`src/verilog/rx_afe_pkg.sv`:
```
// shared constants for the receive front-end device and its controller
package rx_afe_pkg;
    // sample word
    localparam int SAMPLE_W = 14;
    localparam logic signed [13:0] SAMPLE_MAX = 14'sh1fff;
    localparam logic signed [13:0] SAMPLE_MIN = -14'sh2000;
    // gain codes {hi, lo} and Q8 multipliers: 0, 3.25, 6, 9 dB
    localparam logic [1:0] GAIN_0DB = 2'h0;
    localparam logic [1:0] GAIN_3DB25 = 2'h1;
    localparam logic [1:0] GAIN_6DB = 2'h2;
    localparam logic [1:0] GAIN_9DB = 2'h3;
    localparam logic [10:0] COEF_0DB = 11'h100;
    localparam logic [10:0] COEF_3DB25 = 11'h174;
    localparam logic [10:0] COEF_6DB = 11'h1ff;
    localparam logic [10:0] COEF_9DB = 11'h2d1;
    localparam int COEF_SHIFT = 8;
    // decimation boxcar
    localparam int TAPS = 8;
    localparam int TAP_SHIFT = 3;
    // symbol timing: 48 phase steps per symbol
    localparam int PERIOD_W = 16;
    localparam logic [5:0] STEPS = 6'h30;
    localparam logic [5:0] HALF_STEPS = 6'h18;
    localparam logic [5:0] CAP_FIRST_OFS = 6'h0c;
    localparam logic [5:0] CAP_SECOND_OFS = 6'h24;
    localparam logic [7:0] STEP_MIN = 8'h08;
    // controller register byte offsets
    localparam logic [4:0] REG_CTRL = 5'h00;
    localparam logic [4:0] REG_PHASE = 5'h04;
    localparam logic [4:0] REG_STEP = 5'h08;
    localparam logic [4:0] REG_SAMPLE = 5'h0c;
    localparam logic [4:0] REG_COUNT = 5'h10;
    // reset values
    localparam logic [5:0] CTRL_RESET = 6'h00;
    localparam logic [5:0] PHASE_RESET = 6'h00;
    localparam logic [7:0] STEP_RESET = 8'h10;
    // ctrl fields and sample register fresh bit
    localparam int CTRL_EN = 0;
    localparam int CTRL_GAIN_LO = 1;
    localparam int CTRL_GAIN_HI = 2;
    localparam int CTRL_LOOP = 3;
    localparam int CTRL_MODE = 4;
    localparam int SAMPLE_FRESH = 16;
    // capture modes
    typedef enum logic [1:0] {
        CAP_FIRST = 2'h0,
        CAP_SECOND = 2'h1,
        CAP_BOTH = 2'h3
    } cap_mode_t;
endpackage
```
`src/verilog/rx_afe_if.sv`:
```
// pin-level link between the front end and its symbol processor
interface rx_afe_if;
    import rx_afe_pkg::*;
    logic txSymbolClock;
    logic symbolSyncPulse;
    logic rxGainSelHi;
    logic rxGainSelLo;
    logic loopbackSelect;
    logic [SAMPLE_W-1:0] rxSampleWord;
    modport device (
        input txSymbolClock,
        input symbolSyncPulse,
        input rxGainSelHi,
        input rxGainSelLo,
        input loopbackSelect,
        output rxSampleWord
    );
    modport host (
        output txSymbolClock,
        output symbolSyncPulse,
        output rxGainSelHi,
        output rxGainSelLo,
        output loopbackSelect,
        input rxSampleWord
    );
endinterface

```
`src/verilog/pin_sync.sv`:
```
// two-flop synchroniser for a group of pin inputs
module pin_sync #(
    parameter int WIDTH = 1
) (
    // clock and reset
    input wire logic sys_clk,
    input wire logic srst,
    // pins and synchronised copy
    input wire logic [WIDTH-1:0] pinIn,
    output logic [WIDTH-1:0] pinOut
);
    logic [WIDTH-1:0] stage1;

    // first stage feeds only the second
    always_ff @(posedge sys_clk)
    begin
        if (srst)
        begin
            stage1 <= '0;
            pinOut <= '0;
        end
        else
        begin
            stage1 <= pinIn;
            pinOut <= stage1;
        end
    end
endmodule

```
`src/verilog/rx_afe_host.sv`:
```
// symbol processor end: clocks, sync phase, gain pins and capture
module rx_afe_host (
    // clock and reset
    input wire logic sys_clk,
    input wire logic srst,
    // pins to the front end
    rx_afe_if.host pins,
    // avalon-mm slave
    input wire logic [4:0] address,
    input wire logic read,
    input wire logic write,
    input wire logic [3:0] byteenable,
    input wire logic [31:0] writedata,
    output logic [31:0] readdata,
    output logic waitrequest
);
    import rx_afe_pkg::*;

    logic [5:0] ctrl;
    logic [5:0] phaseK;
    logic [7:0] stepLen;
    logic [7:0] stepCnt;
    logic stepTick;
    logic [5:0] phase;
    logic phaseEnter;
    logic [5:0] syncPhase;
    logic [5:0] capFirst;
    logic [5:0] capSecond;
    logic [SAMPLE_W-1:0] wordQ;
    logic [SAMPLE_W-1:0] sample;
    logic fresh;
    logic [15:0] capCount;
    logic doCapture;
    logic accept;
    logic tx_symbol_clock;
    logic syncOut;
    cap_mode_t mode;

    // add two phase indices modulo one symbol
    function automatic logic [5:0] addPhase(input logic [5:0] a,
                                            input logic [5:0] b);
        logic [6:0] s;
        s = {1'b0, a} + {1'b0, b};
        addPhase = (s >= {1'b0, STEPS}) ? 6'(s - {1'b0, STEPS}) : s[5:0];
    endfunction

    assign mode = cap_mode_t'(ctrl[CTRL_MODE +: 2]);
    assign accept = (read || write) && !waitrequest;

    // one wait cycle per access
    always_ff @(posedge sys_clk)
    begin
        if (srst)
            waitrequest <= 1'b1;
        else
            waitrequest <= !(waitrequest && (read || write));
    end

    // read data loaded as waitrequest drops
    always_ff @(posedge sys_clk)
    begin
        if (srst)
            readdata <= '0;
        else if (read && waitrequest)
        begin
            unique case (address)
                REG_CTRL: readdata <= {26'h0, ctrl};
                REG_PHASE: readdata <= {26'h0, phaseK};
                REG_STEP: readdata <= {24'h0, stepLen};
                REG_SAMPLE: readdata <= {15'h0, fresh, 2'h0, sample};
                REG_COUNT: readdata <= {16'h0, capCount};
                default: readdata <= '0;
            endcase
        end
    end

    // control registers; out-of-range phase or step writes ignored
    always_ff @(posedge sys_clk)
    begin
        if (srst)
        begin
            ctrl <= CTRL_RESET;
            phaseK <= PHASE_RESET;
            stepLen <= STEP_RESET;
        end
        else if (accept && write && byteenable[0])
        begin
            if (address == REG_CTRL)
                ctrl <= writedata[5:0];
            if (address == REG_PHASE && writedata[7:0] < {2'h0, STEPS})
                phaseK <= writedata[5:0];
            if (address == REG_STEP && writedata[7:0] >= STEP_MIN)
                stepLen <= writedata[7:0];
        end
    end

    // phase step enable from the clock divider
    always_ff @(posedge sys_clk)
    begin
        if (srst || !ctrl[CTRL_EN] || stepTick)
            stepCnt <= '0;
        else
            stepCnt <= stepCnt + 8'h01;
    end

    assign stepTick = ctrl[CTRL_EN] && stepCnt == stepLen - 8'h01;

    // 48 steps per symbol
    always_ff @(posedge sys_clk)
    begin
        if (srst || !ctrl[CTRL_EN])
            phase <= '0;
        else if (stepTick)
            phase <= addPhase(phase, 6'h01);
    end

    always_ff @(posedge sys_clk)
    begin
        if (srst)
            phaseEnter <= 1'b0;
        else
            phaseEnter <= stepTick;
    end

    // sync rises k steps after the clock falls at half symbol
    assign syncPhase = addPhase(HALF_STEPS, phaseK);
    assign capFirst = addPhase(syncPhase, CAP_FIRST_OFS);
    assign capSecond = addPhase(syncPhase, CAP_SECOND_OFS);

    // clock and one-step sync pulse, once per symbol
    always_ff @(posedge sys_clk)
    begin
        if (srst)
        begin
            tx_symbol_clock <= 1'b0;
            syncOut <= 1'b0;
        end
        else
        begin
            tx_symbol_clock <= ctrl[CTRL_EN] && phase < HALF_STEPS;
            syncOut <= ctrl[CTRL_EN] && phase == syncPhase;
        end
    end

    // gain and loopback pins from control
    always_ff @(posedge sys_clk)
    begin
        if (srst)
        begin
            pins.rxGainSelHi <= 1'b0;
            pins.rxGainSelLo <= 1'b0;
            pins.loopbackSelect <= 1'b0;
        end
        else
        begin
            pins.rxGainSelHi <= ctrl[CTRL_GAIN_HI];
            pins.rxGainSelLo <= ctrl[CTRL_GAIN_LO];
            pins.loopbackSelect <= ctrl[CTRL_LOOP];
        end
    end

    assign pins.txSymbolClock = tx_symbol_clock;
    assign pins.symbolSyncPulse = syncOut;

    // sample pins cross into the clock domain
    pin_sync #(
        .WIDTH(SAMPLE_W)
    ) u_word_sync (
        .sys_clk(sys_clk),
        .srst(srst),
        .pinIn(pins.rxSampleWord),
        .pinOut(wordQ)
    );

    // capture first, second or both words per symbol
    assign doCapture = phaseEnter && ctrl[CTRL_EN] &&
        ((phase == capFirst && mode != CAP_SECOND) ||
         (phase == capSecond && mode != CAP_FIRST));

    always_ff @(posedge sys_clk)
    begin
        if (srst)
        begin
            sample <= '0;
            capCount <= '0;
        end
        else if (doCapture)
        begin
            sample <= wordQ;
            capCount <= capCount + 16'h0001;
        end
    end

    // fresh flag: a capture beats the clear-on-read
    always_ff @(posedge sys_clk)
    begin
        if (srst)
            fresh <= 1'b0;
        else if (doCapture)
            fresh <= 1'b1;
        else if (accept && read && address == REG_SAMPLE)
            fresh <= 1'b0;
    end
endmodule

```
`src/flat_wrapper.sv`:
```
// flat-port wrapper written by rule: the top's interface ports become plain ports
module rx_afe_host_flat import rx_afe_pkg::*;
  (sys_clk, srst, address, read, write, byteenable, writedata, readdata, waitrequest, pins_txSymbolClock, pins_symbolSyncPulse, pins_rxGainSelHi, pins_rxGainSelLo, pins_loopbackSelect, pins_rxSampleWord);
  rx_afe_if pins_i ();
  input wire logic sys_clk;
  input wire logic srst;
  input wire logic [4:0] address;
  input wire logic read;
  input wire logic write;
  input wire logic [3:0] byteenable;
  input wire logic [31:0] writedata;
  output logic [31:0] readdata;
  output logic waitrequest;
  output wire logic [$bits(pins_i.txSymbolClock)-1:0] pins_txSymbolClock;
  output wire logic [$bits(pins_i.symbolSyncPulse)-1:0] pins_symbolSyncPulse;
  output wire logic [$bits(pins_i.rxGainSelHi)-1:0] pins_rxGainSelHi;
  output wire logic [$bits(pins_i.rxGainSelLo)-1:0] pins_rxGainSelLo;
  output wire logic [$bits(pins_i.loopbackSelect)-1:0] pins_loopbackSelect;
  input wire logic [$bits(pins_i.rxSampleWord)-1:0] pins_rxSampleWord;
  assign pins_txSymbolClock = pins_i.txSymbolClock;
  assign pins_symbolSyncPulse = pins_i.symbolSyncPulse;
  assign pins_rxGainSelHi = pins_i.rxGainSelHi;
  assign pins_rxGainSelLo = pins_i.rxGainSelLo;
  assign pins_loopbackSelect = pins_i.loopbackSelect;
  assign pins_i.rxSampleWord = pins_rxSampleWord;
  rx_afe_host u_core (.sys_clk(sys_clk), .srst(srst), .pins(pins_i), .address(address), .read(read), .write(write), .byteenable(byteenable), .writedata(writedata), .readdata(readdata), .waitrequest(waitrequest));
endmodule
```
`config.mk`:
```
export PLATFORM = sky130hd
export DESIGN_NAME = rx_afe_host_flat
export DESIGN_NICKNAME = d
export VERILOG_FILES = /design/src/verilog/rx_afe_pkg.sv /design/src/verilog/rx_afe_if.sv /design/src/verilog/pin_sync.sv /design/src/verilog/rx_afe_host.sv /design/src/flat_wrapper.sv
export SDC_FILE = /design/constraint.sdc
export NUM_CORES = 1
export LEC_CHECK = 0
export BUFFER_PORTS_ARGS = -buffer_cell sky130_fd_sc_hd__buf_2
export CAP_MARGIN = 20
export CELL_PAD_IN_SITES_DETAIL_PLACEMENT = 1
export CELL_PAD_IN_SITES_GLOBAL_PLACEMENT = 1
export CORE_MARGIN = 2
export CORE_UTILIZATION = 39
export CTS_BUF_LIST = sky130_fd_sc_hd__clkbuf_8
export DETAILED_ROUTE_END_ITERATION = 10
export PLACE_DENSITY_LB_ADDON = 0.1
export SKIP_LAST_GASP = 1
export SLEW_MARGIN = 20
export SYNTH_ARGS = -nofsm -noshare
export SYNTH_HDL_FRONTEND = slang
export SYNTH_SLANG_ARGS = --single-unit
```
`constraint.sdc`:
```
create_clock -name sys_clk -period 4.7 [get_ports sys_clk]
set_clock_uncertainty 0.1 [all_clocks]
set_input_delay 0.94 -clock sys_clk [delete_from_list [all_inputs] [get_ports sys_clk]]
set_output_delay 0.94 -clock sys_clk [all_outputs]
set_load 0.1 [all_outputs]
```
==> summary by stage, run 1 <==
Logic synthesis
The share of async-settable or async-resettable flops after synthesis is 0. The biggest area contributor in the post-synthesis netlist is sky130_fd_sc_hd__dfxtp_1. For this run, the register share of the synthesized area comes to 0.4243. The count of mapped cells out of synthesis is 623. The flip-flop cell with the highest count after synthesis is sky130_fd_sc_hd__dfxtp_1.

The count of cell types in the netlist is 62. Ranked by total cell area, the synthesized netlist is headed by sky130_fd_sc_hd__dfxtp_1, sky130_fd_sc_hd__nor2_1, sky130_fd_sc_hd__mux2i_1. The synthesized area per cell is 8.861 um2. The number of warnings reported in the yosys synthesis log is 0. The synthesized netlist occupies a cell area of 0.005520 mm2.

The synthesized design contains 117 register bits. The portion of synthesized cell area occupied by the leading cell type is 0.4243. The number of flops mapped to enable cells by yosys is 0.

Worst setup path
The kind of end point of the critical path is a flop. The largest fanout on the critical path is 13. The critical path crosses 21 cells after its start point. Among all stages on the critical path, the largest delay is contributed by sky130_fd_sc_hd__dfxtp_1.

The cell family with the largest share of critical-path delay is simple AND/OR/NAND/NOR gates. The setup slack of the most critical reg-to-reg path is 0.35 ns. The kind of critical path is reg -> reg. Following the worst setup path forward leads to its endpoint at u_core.capCount[5]$_SDFFE_PP0P_.

The reg-to-reg critical path endpoint is u_core.capCount[5]$_SDFFE_PP0P_. The launch point of the critical path is u_core.phaseK[3]$_SDFFE_PP0P_. Traced cell by cell, the critical path runs through inv_1 -> ha_1 -> xor2_2 -> inv_2 -> ha_1 -> and4bb_4 -> nor4_4 -> nor2_2 -> nor2_1 -> xnor2_1 -> ha_1 -> nor4bb_4 -> a21o_1 -> a21oi_1 -> a32oi_1 -> xnor2_1 -> o211ai_1 -> buf_4 -> and2_1 -> nor3_1 -> mux2_1. The data required time of the critical path is 4.93 ns. For this run, the slowest stage of the critical path takes 0.34 ns. The worst register-to-register path begins at u_core.phaseK[3]$_SDFFE_PP0P_.

The length in cells of the worst reg-to-reg path is 21. The critical path's most frequent cell is sky130_fd_sc_hd__ha_1. Data on the critical path arrives at its endpoint at 4.58 ns. Counting both buffers and inverters, the worst setup path holds a total of 3.

The worst setup path is launched from a flop.

Finish
Of the cells placed in the final design, the portion with a size suffix greater than 1 is 0.1681. 0 antenna diodes ended up in the layout. Fill cells in the final layout number 1611. The layout overhead on the synthesized area is 15.05%. The final cell count without fillers is 870. The final layout contains 754 nets.

GRT
The total routing resource utilization after global routing is 0.1988. The first global-routing pass estimated 23150 um of wire. The layer with the highest usage is met2. The initial antenna violation count came to 0. The met3 track utilization from global routing is 0.05535.

The global-route congestion overflow total is 0. The via count of the first global-routing pass is 4474. The routing usage on met1 is 0.2677. The met2 track demand over resource is 0.3125.

Entering global routing, the biggest net connects 102 pins.

Die
The core footprint is 0.01383 mm2. The die outline area is 0.01512 mm2. The die extent in y is 123.0 um. The floorplan has 43 rows. The starting utilization of the core area is 0.3992. In this run the count of I/O pins placed on the die edge is 97. The chip width is 123.0 um.

Power
The standby leakage power is 2.430 nW. The total power is 2.011 mW. The worst-case IR drop observed on VDD is 197.2 uV. Power spread over the standard cell area amounts to 316.6 mW/mm2.

Place
At the end of routability-driven placement, the weighted congestion stood at 0.8034. Including well taps, the total number of placed cells is 839. During placement, the flow inserted port buffers numbering 54.

Summed over all nets, the half-perimeter wirelength after detailed placement is 10230 um.

Routing
The vias after detailed routing is 4448. After detailed routing, the number of remaining DRC violations is 0. The first detailed-routing pass took 7 iterations.

The antenna violation net count after detailed routing is 0. The final layout contains routed wiring with a total length of 13990 um. The detailed-route vias per instance is 5.113.

Dividing the detail-routed wire length by the instance count gives 16.07 um. After the first detailed-routing iteration, the DRC count stood at 243.

Timing
The portion of the clock cycle consumed by the worst path in the final layout is 0.9265. The final max-slew violation count is 0. The shortest clock period the worst path allows after layout is 4.355 ns. The worst relative slew slack is 0.3335. The slew of the pin with the lowest slew margin is 0.9997 ns.

The maximum operating frequency is 229.6 MHz. The number of setup violations in the final report is 0. The final hold violation count is 0.

CTS
The CTS tree is yes. CTS built an H-tree with a depth of 4. The buffer type at the clock tree root is sky130_fd_sc_hd__clkbuf_8. The clock buffer count from CTS is 17. The clock slew seen by the registers of the worst setup and hold paths is 0.07 ns. The buffer levels on the longest clock path is 2. The later-pin clock latency in the skew report is 0.45 ns.

The number of clock sinks is 117.

Hold path
The path class of the tightest hold or removal check is reg -> reg.

Status
The run finished with clean final reports.

Flow run
The count of maximum capacitance violations is 0.
==> worst register-to-register path, stage by stage (launching register included) <==
cell	delay [ns]
sky130_fd_sc_hd__dfxtp_1	0.34
sky130_fd_sc_hd__inv_1	0.09
sky130_fd_sc_hd__ha_1	0.24
sky130_fd_sc_hd__xor2_2	0.21
sky130_fd_sc_hd__inv_2	0.10
sky130_fd_sc_hd__ha_1	0.21
sky130_fd_sc_hd__and4bb_4	0.23
sky130_fd_sc_hd__nor4_4	0.26
sky130_fd_sc_hd__nor2_2	0.12
sky130_fd_sc_hd__nor2_1	0.16
sky130_fd_sc_hd__xnor2_1	0.14
sky130_fd_sc_hd__ha_1	0.17
sky130_fd_sc_hd__nor4bb_4	0.25
sky130_fd_sc_hd__a21o_1	0.12
sky130_fd_sc_hd__a21oi_1	0.06
sky130_fd_sc_hd__a32oi_1	0.20
sky130_fd_sc_hd__xnor2_1	0.15
sky130_fd_sc_hd__o211ai_1	0.13
sky130_fd_sc_hd__buf_4	0.22
sky130_fd_sc_hd__and2_1	0.19
sky130_fd_sc_hd__nor3_1	0.21
sky130_fd_sc_hd__mux2_1	0.34
==> through the flow <==
stage	setup slack (ns)	setup TNS [ns]	area [um2]	util	hold WS (ns)
3_5_place_dp	-0.1739	-1.421	5913	0.4277	0.3262
5_1_grt	-0.009575	-0.009575	6351	0.4593	0.3471
3_3_place_gp	-0.01754	-0.01976	5913	0.4277	0.3182
6_report	0.3453	0	6351	0.4593	0.3345
2_1_floorplan	0.1799	0	5573	-	0.3138
4_1_cts	0.04269	0	6307	0.4562	0.3418
==> worst min-delay path by stage <==
| stage | from | endpoint | cells after the start |
|---|---|---|---|
| finish | u_core.u_word_sync.pinOut[4]$_SDFF_PP0_ | u_core.sample[4]$_SDFFE_PP0P_ | 2 |
| global route | u_core.u_word_sync.pinOut[7]$_SDFF_PP0_ | u_core.sample[7]$_SDFFE_PP0P_ | 2 |
| CTS | u_core.u_word_sync.pinOut[3]$_SDFF_PP0_ | u_core.sample[3]$_SDFFE_PP0P_ | 2 |
| detailed placement | u_core.u_word_sync.stage1[2]$_SDFF_PP0_ | u_core.u_word_sync.pinOut[2]$_SDFF_PP0_ | 1 |
| global placement | u_core.u_word_sync.stage1[6]$_SDFF_PP0_ | u_core.u_word_sync.pinOut[6]$_SDFF_PP0_ | 1 |
| floorplan | u_core.u_word_sync.stage1[0]$_SDFF_PP0_ | u_core.u_word_sync.pinOut[0]$_SDFF_PP0_ | 1 |
==> state kept, by name, summed over array words and instances (netlist names) <==
| register | count |
|---|---|
| u_core.readdata | 17 |
| u_core.capCount | 16 |
| u_core.sample | 14 |
| u_core.u_word_sync.pinOut | 14 |
| u_core.u_word_sync.stage1 | 14 |
| u_core.stepCnt | 8 |
| u_core.stepLen | 8 |
| u_core.ctrl | 6 |
| u_core.phaseK | 6 |
| u_core.phase | 6 |
| u_core.fresh | 1 |
| u_core.phaseEnter | 1 |
| u_core.pins.loopbackSelect | 1 |
| u_core.pins.rxGainSelHi | 1 |
| u_core.pins.rxGainSelLo | 1 |
| u_core.pins.symbolSyncPulse | 1 |
| u_core.pins.txSymbolClock | 1 |
| u_core.waitrequest | 1 |
==> per-layer routing <==
layer | vias up | part of all wire
met5 | - | 0
met2 | 74 | 0.46
met1 | 2143 | 0.49
li1 | 2218 | -
met3 | 13 | 0.036
met4 | 0 | 0.011
==> layout by cell type (no fill, tap or decap), types with 2 or more instances in the layout <==
master	n
sky130_fd_sc_hd__dfxtp_1	117
sky130_fd_sc_hd__nor2_1	100
sky130_fd_sc_hd__buf_2	54
sky130_fd_sc_hd__nand2_1	47
sky130_fd_sc_hd__nor2b_1	36
sky130_fd_sc_hd__mux2i_1	34
sky130_fd_sc_hd__xnor2_1	30
sky130_fd_sc_hd__a21oi_1	30
sky130_fd_sc_hd__inv_1	20
sky130_fd_sc_hd__clkbuf_8	19
sky130_fd_sc_hd__xor2_1	18
sky130_fd_sc_hd__nand3_1	16
sky130_fd_sc_hd__ha_1	15
sky130_fd_sc_hd__conb_1	15
sky130_fd_sc_hd__buf_4	12
sky130_fd_sc_hd__nor3_1	11
sky130_fd_sc_hd__a221oi_1	7
sky130_fd_sc_hd__and3_1	6
sky130_fd_sc_hd__a2111oi_2	6
sky130_fd_sc_hd__a222oi_1	6
sky130_fd_sc_hd__o21ai_1	5
sky130_fd_sc_hd__a31oi_1	5
sky130_fd_sc_hd__a211oi_1	5
sky130_fd_sc_hd__nand4_1	5
sky130_fd_sc_hd__a22oi_1	4
sky130_fd_sc_hd__o21ai_0	4
sky130_fd_sc_hd__a21o_1	4
sky130_fd_sc_hd__nand3b_1	4
sky130_fd_sc_hd__o211ai_1	3
sky130_fd_sc_hd__and2_1	3
sky130_fd_sc_hd__nor4_1	3
sky130_fd_sc_hd__or4_1	3
sky130_fd_sc_hd__clkinvlp_4	3
sky130_fd_sc_hd__clkinv_2	3
sky130_fd_sc_hd__nor3_2	2
sky130_fd_sc_hd__a21oi_2	2
sky130_fd_sc_hd__nand2b_1	2
sky130_fd_sc_hd__or3_1	2
sky130_fd_sc_hd__bufinv_16	2
==> cells by family after synthesis <==
| group | synth area share |
|---|---|
| simple gates | 0.2190 |
| other cells | 0.0006793 |
| compound gates | 0.1233 |
| buf+inv | 0.05530 |
| fa+ha+maj | 0.03400 |
| xor+xnor | 0.07774 |
| mux | 0.06573 |
| flops | 0.4243 |
==> synth_stat cells, types with 4 or more instances <==
| master | n |
|---|---|
| sky130_fd_sc_hd__a21oi_1 | 31 |
| sky130_fd_sc_hd__buf_4 | 16 |
| sky130_fd_sc_hd__o21ai_1 | 5 |
| sky130_fd_sc_hd__and3_1 | 6 |
| sky130_fd_sc_hd__xor2_1 | 19 |
| sky130_fd_sc_hd__nand4_1 | 5 |
| sky130_fd_sc_hd__clkbuf_1 | 20 |
| sky130_fd_sc_hd__nand2_1 | 47 |
| sky130_fd_sc_hd__nand3_1 | 16 |
| sky130_fd_sc_hd__nor2_1 | 101 |
| sky130_fd_sc_hd__nand3b_1 | 4 |
| sky130_fd_sc_hd__a22oi_1 | 4 |
| sky130_fd_sc_hd__mux2i_1 | 34 |
| sky130_fd_sc_hd__inv_1 | 19 |
| sky130_fd_sc_hd__ha_1 | 15 |
| sky130_fd_sc_hd__dfxtp_1 | 117 |
| sky130_fd_sc_hd__nor3_1 | 11 |
| sky130_fd_sc_hd__a211oi_1 | 5 |
| sky130_fd_sc_hd__o21ai_0 | 4 |
| sky130_fd_sc_hd__a2111oi_2 | 5 |
| sky130_fd_sc_hd__a221oi_1 | 7 |
| sky130_fd_sc_hd__buf_2 | 4 |
| sky130_fd_sc_hd__xnor2_1 | 30 |
| sky130_fd_sc_hd__nor2b_1 | 36 |
| sky130_fd_sc_hd__a222oi_1 | 6 |
| sky130_fd_sc_hd__a21o_1 | 4 |
| sky130_fd_sc_hd__a31oi_1 | 6 |
==> final cells by class <==
cell class,instances,area [um2],share of cell area
multi-input combinational,458,2977,0.4687
sequential,117,2342,0.3688
timing repair buffer,66,360.3,0.05674
clock buffer,19,261.5,0.04117
tap,180,225.2,0.03546
clock inverter,10,110.1,0.01734
inverter,20,75.07,0.01182
==> report_power, final <==
group | internal [mW] | total, mW | leakage, nW | switching (mW)
clock | 0.485 | 0.889 | 0.186 | 0.405
sequential | 1.00 | 1.01 | 0.948 | 0.00392
combinational | 0.0207 | 0.114 | 1.30 | 0.0936
total | 1.51 | 2.01 | 2.43 | 0.502
==> timing repair <==
item | 4_1_cts | 5_1_grt
hold buffers | 0 | 0
setup buffers | 0 | 2
pin swaps | 0 | 2
endpoints found under the setup margin | 19 | 30
resized for setup | 3 | 5
No activity file was read; power rests on OpenSTA's default activity.
==> run 2: changes to the inputs <==
- CORE_MARGIN: 2 -> not set
==> summary by stage, run 2 (synthesized netlist as in run 1, its figures left out) <==
Worst setup path
STA classifies the critical path startpoint as a flop. At the worst endpoint, the arrival time is 4.59 ns. STA puts the critical path data required time at 4.93 ns.

The largest fanout on the critical path is 13. The kind of critical path is reg -> reg. STA classifies the critical path endpoint as a flop.

Routing
The vias after detailed routing is 4444. After detailed routing, the total wire length is 13780 um. In this run, the number of DRC markers left after iteration 0 of detailed routing was 270. The antenna violation net count after detailed routing is 0. The routed length per instance is 15.81 um.

After detailed routing, the number of vias per cell comes to 5.096. Before antenna repair, the detailed router went through 5 iterations. For this run, design rule violations remaining after detail routing come to 0.

Finish
The final layout contains 753 nets. The flip-flop count of the largest register after layout is 17. The largest registers in the layout are u_core.readdata (17), u_core.capCount (16). In the layout the commonest cells are sky130_fd_sc_hd__dfxtp_1, sky130_fd_sc_hd__nor2_1, sky130_fd_sc_hd__buf_2.

The final cell count without fillers is 872. The largest register by flop count is u_core.readdata. The fill cell total of the finished layout is 1660.

The ratio of cells with drive above 1 in the final layout is 0.1662. The end-of-flow core utilization is 0.4581. The number of antenna diodes in the final layout is 0. The most common cell after layout, fill and taps aside is sky130_fd_sc_hd__dfxtp_1. The layout overhead on the synthesized area is 14.73%.

CTS
The buffer levels on the longest clock path is 2. The buffer type at the clock tree root is sky130_fd_sc_hd__clkbuf_8. The CTS tree is yes. In this run, post-CTS hold repair placed 0 buffers. The clock buffer count from CTS is 17. The number of clock sinks is 117. After clock tree synthesis, the clock-pin slew on the worst setup and hold paths is 0.07 ns.

The H-tree was split into 4 levels. For the worst-skew pair, the clock arrives at the later sink with an insertion delay of 0.44 ns.

Timing
Of the available clock period, the critical path in the final layout requires 0.9284. The final max-slew violation count is 0. Setup repair after global routing left no endpoint under its margin.

The post-route worst setup slack is 0.3367 ns. Measured against its own limit, the worst slew margin works out to 0.3898. The shortest clock period the worst path allows after layout is 4.363 ns. The final-layout setup total negative slack is 0 ns. The final hold violation count was 0. The number of setup violations in the final report is 0. At the pin with the least slew margin, the transition time is 0.9153 ns. For this run, the top clock speed supported by timing is 229.2 MHz.

GRT
The via count of the first global-routing pass is 4413. The global-route congestion overflow total is 0. The total routing resource utilization after global routing is 0.2020. The initial antenna violation count is 0. Entering global routing, the biggest net connects 54 pins. The first global-routing pass estimated 22600 um of wire.

Power
Summed over all cells, the static leakage comes to 2.426 nW. Across the VDD grid, the largest voltage drop is 179.3 uV. The areal power density over the cells is 315.2 mW/mm2. The completed layout was analyzed and its total power is 1.996 mW.

Die
The initialized floorplan defines 43 standard-cell rows. The die extent in y is 121.0 um. During I/O placement, the number of pins put on the boundary was 97. The die outline area is 0.01464 mm2. For this configuration, the core starts out at a cell density of 0.3992. The chip width is 121.0 um. The core footprint is 0.01383 mm2.

Place
The HPWL reported at the end of detailed placement is 10180 um. During placement, the flow inserted port buffers numbering 54. Routability-driven placement finished with a final weighted congestion of 0.8134.

At the placement stage, the worst setup path has a slack of -0.04763 ns. The cell count after placement is 839.

Flow run
The tool flagged a number of max-cap violations equal to 0.

Status
The run finished with clean final reports.

Hold path
The class of the most critical hold timing path is reg -> reg.
run 2: routing by layer:
layer  vias to the layer above  track usage  wire [um]
met4                         0      0.06867        159
met1                      2124       0.2610       6595
met2                        86       0.3246       6429
li1                       2220            -          -
met3                        14      0.05310        599
met5                         -            0          0
run 2: worst paths after layout:
path | start | endpoint | depth (start not counted) | slack [ns]
worst max-delay path | u_core.phaseK[3]$_SDFFE_PP0P_ | u_core.capCount[5]$_SDFFE_PP0P_ | 21 | 0.34
worst min-delay path | u_core.u_word_sync.pinOut[4]$_SDFF_PP0_ | u_core.sample[4]$_SDFFE_PP0P_ | 2 | 0.33
worst max register to register | u_core.phaseK[3]$_SDFFE_PP0P_ | u_core.capCount[5]$_SDFFE_PP0P_ | 21 | 0.34
worst min register to register | u_core.u_word_sync.pinOut[4]$_SDFF_PP0_ | u_core.sample[4]$_SDFFE_PP0P_ | 2 | 0.33
run 2: per-stage QoR:
step	cell area [um2]	hold WS, ns
3_5_place_dp	5913	0.3236
6_report	6334	0.3343
3_3_place_gp	5913	0.3174
2_1_floorplan	5573	0.3138
4_1_cts	6301	0.3400
5_1_grt	6334	0.3519
run 2: layout make-up:
cell class | count | area, um2 | share of cell area
timing repair buffer | 65 | 352.8 | 0.05571
clock inverter | 12 | 106.4 | 0.01679
sequential | 117 | 2342 | 0.3698
inverter | 20 | 75.07 | 0.01185
multi-input combinational | 458 | 2957 | 0.4668
tap | 180 | 225.2 | 0.03556
clock buffer | 20 | 275.3 | 0.04346
run 2: worst max-delay path, stage by stage (launching register included):
cell	delay, ns
sky130_fd_sc_hd__dfxtp_1	0.34
sky130_fd_sc_hd__inv_1	0.09
sky130_fd_sc_hd__ha_1	0.24
sky130_fd_sc_hd__xor2_2	0.21
sky130_fd_sc_hd__inv_2	0.11
sky130_fd_sc_hd__ha_1	0.21
sky130_fd_sc_hd__and4bb_4	0.23
sky130_fd_sc_hd__nor4_4	0.27
sky130_fd_sc_hd__nor2_1	0.14
sky130_fd_sc_hd__nor2_1	0.16
sky130_fd_sc_hd__xnor2_1	0.13
sky130_fd_sc_hd__ha_1	0.19
sky130_fd_sc_hd__nor4bb_4	0.26
sky130_fd_sc_hd__nor2_1	0.11
sky130_fd_sc_hd__o2111ai_1	0.12
sky130_fd_sc_hd__o2bb2ai_1	0.16
sky130_fd_sc_hd__and2_1	0.15
sky130_fd_sc_hd__o211ai_1	0.12
sky130_fd_sc_hd__buf_4	0.22
sky130_fd_sc_hd__and2_1	0.18
sky130_fd_sc_hd__nor3_1	0.20
sky130_fd_sc_hd__mux2_1	0.34
run 2: repair_timing:
| action | CTS | global route |
|---|---|---|
| gates resized for setup | 1 | 4 |
| endpoints found under the setup margin | 8 | 29 |
| buffers inserted | 0 | 1 |
| cloned | 0 | 0 |
| pin swaps | 0 | 1 |
run 2: report_power, final:
part | total, mW | internal [mW] | switching, mW
Sequential | 1.01 | 1.00 | 0.00397
Combinational | 0.114 | 0.0206 | 0.0935
Clock | 0.875 | 0.457 | 0.418
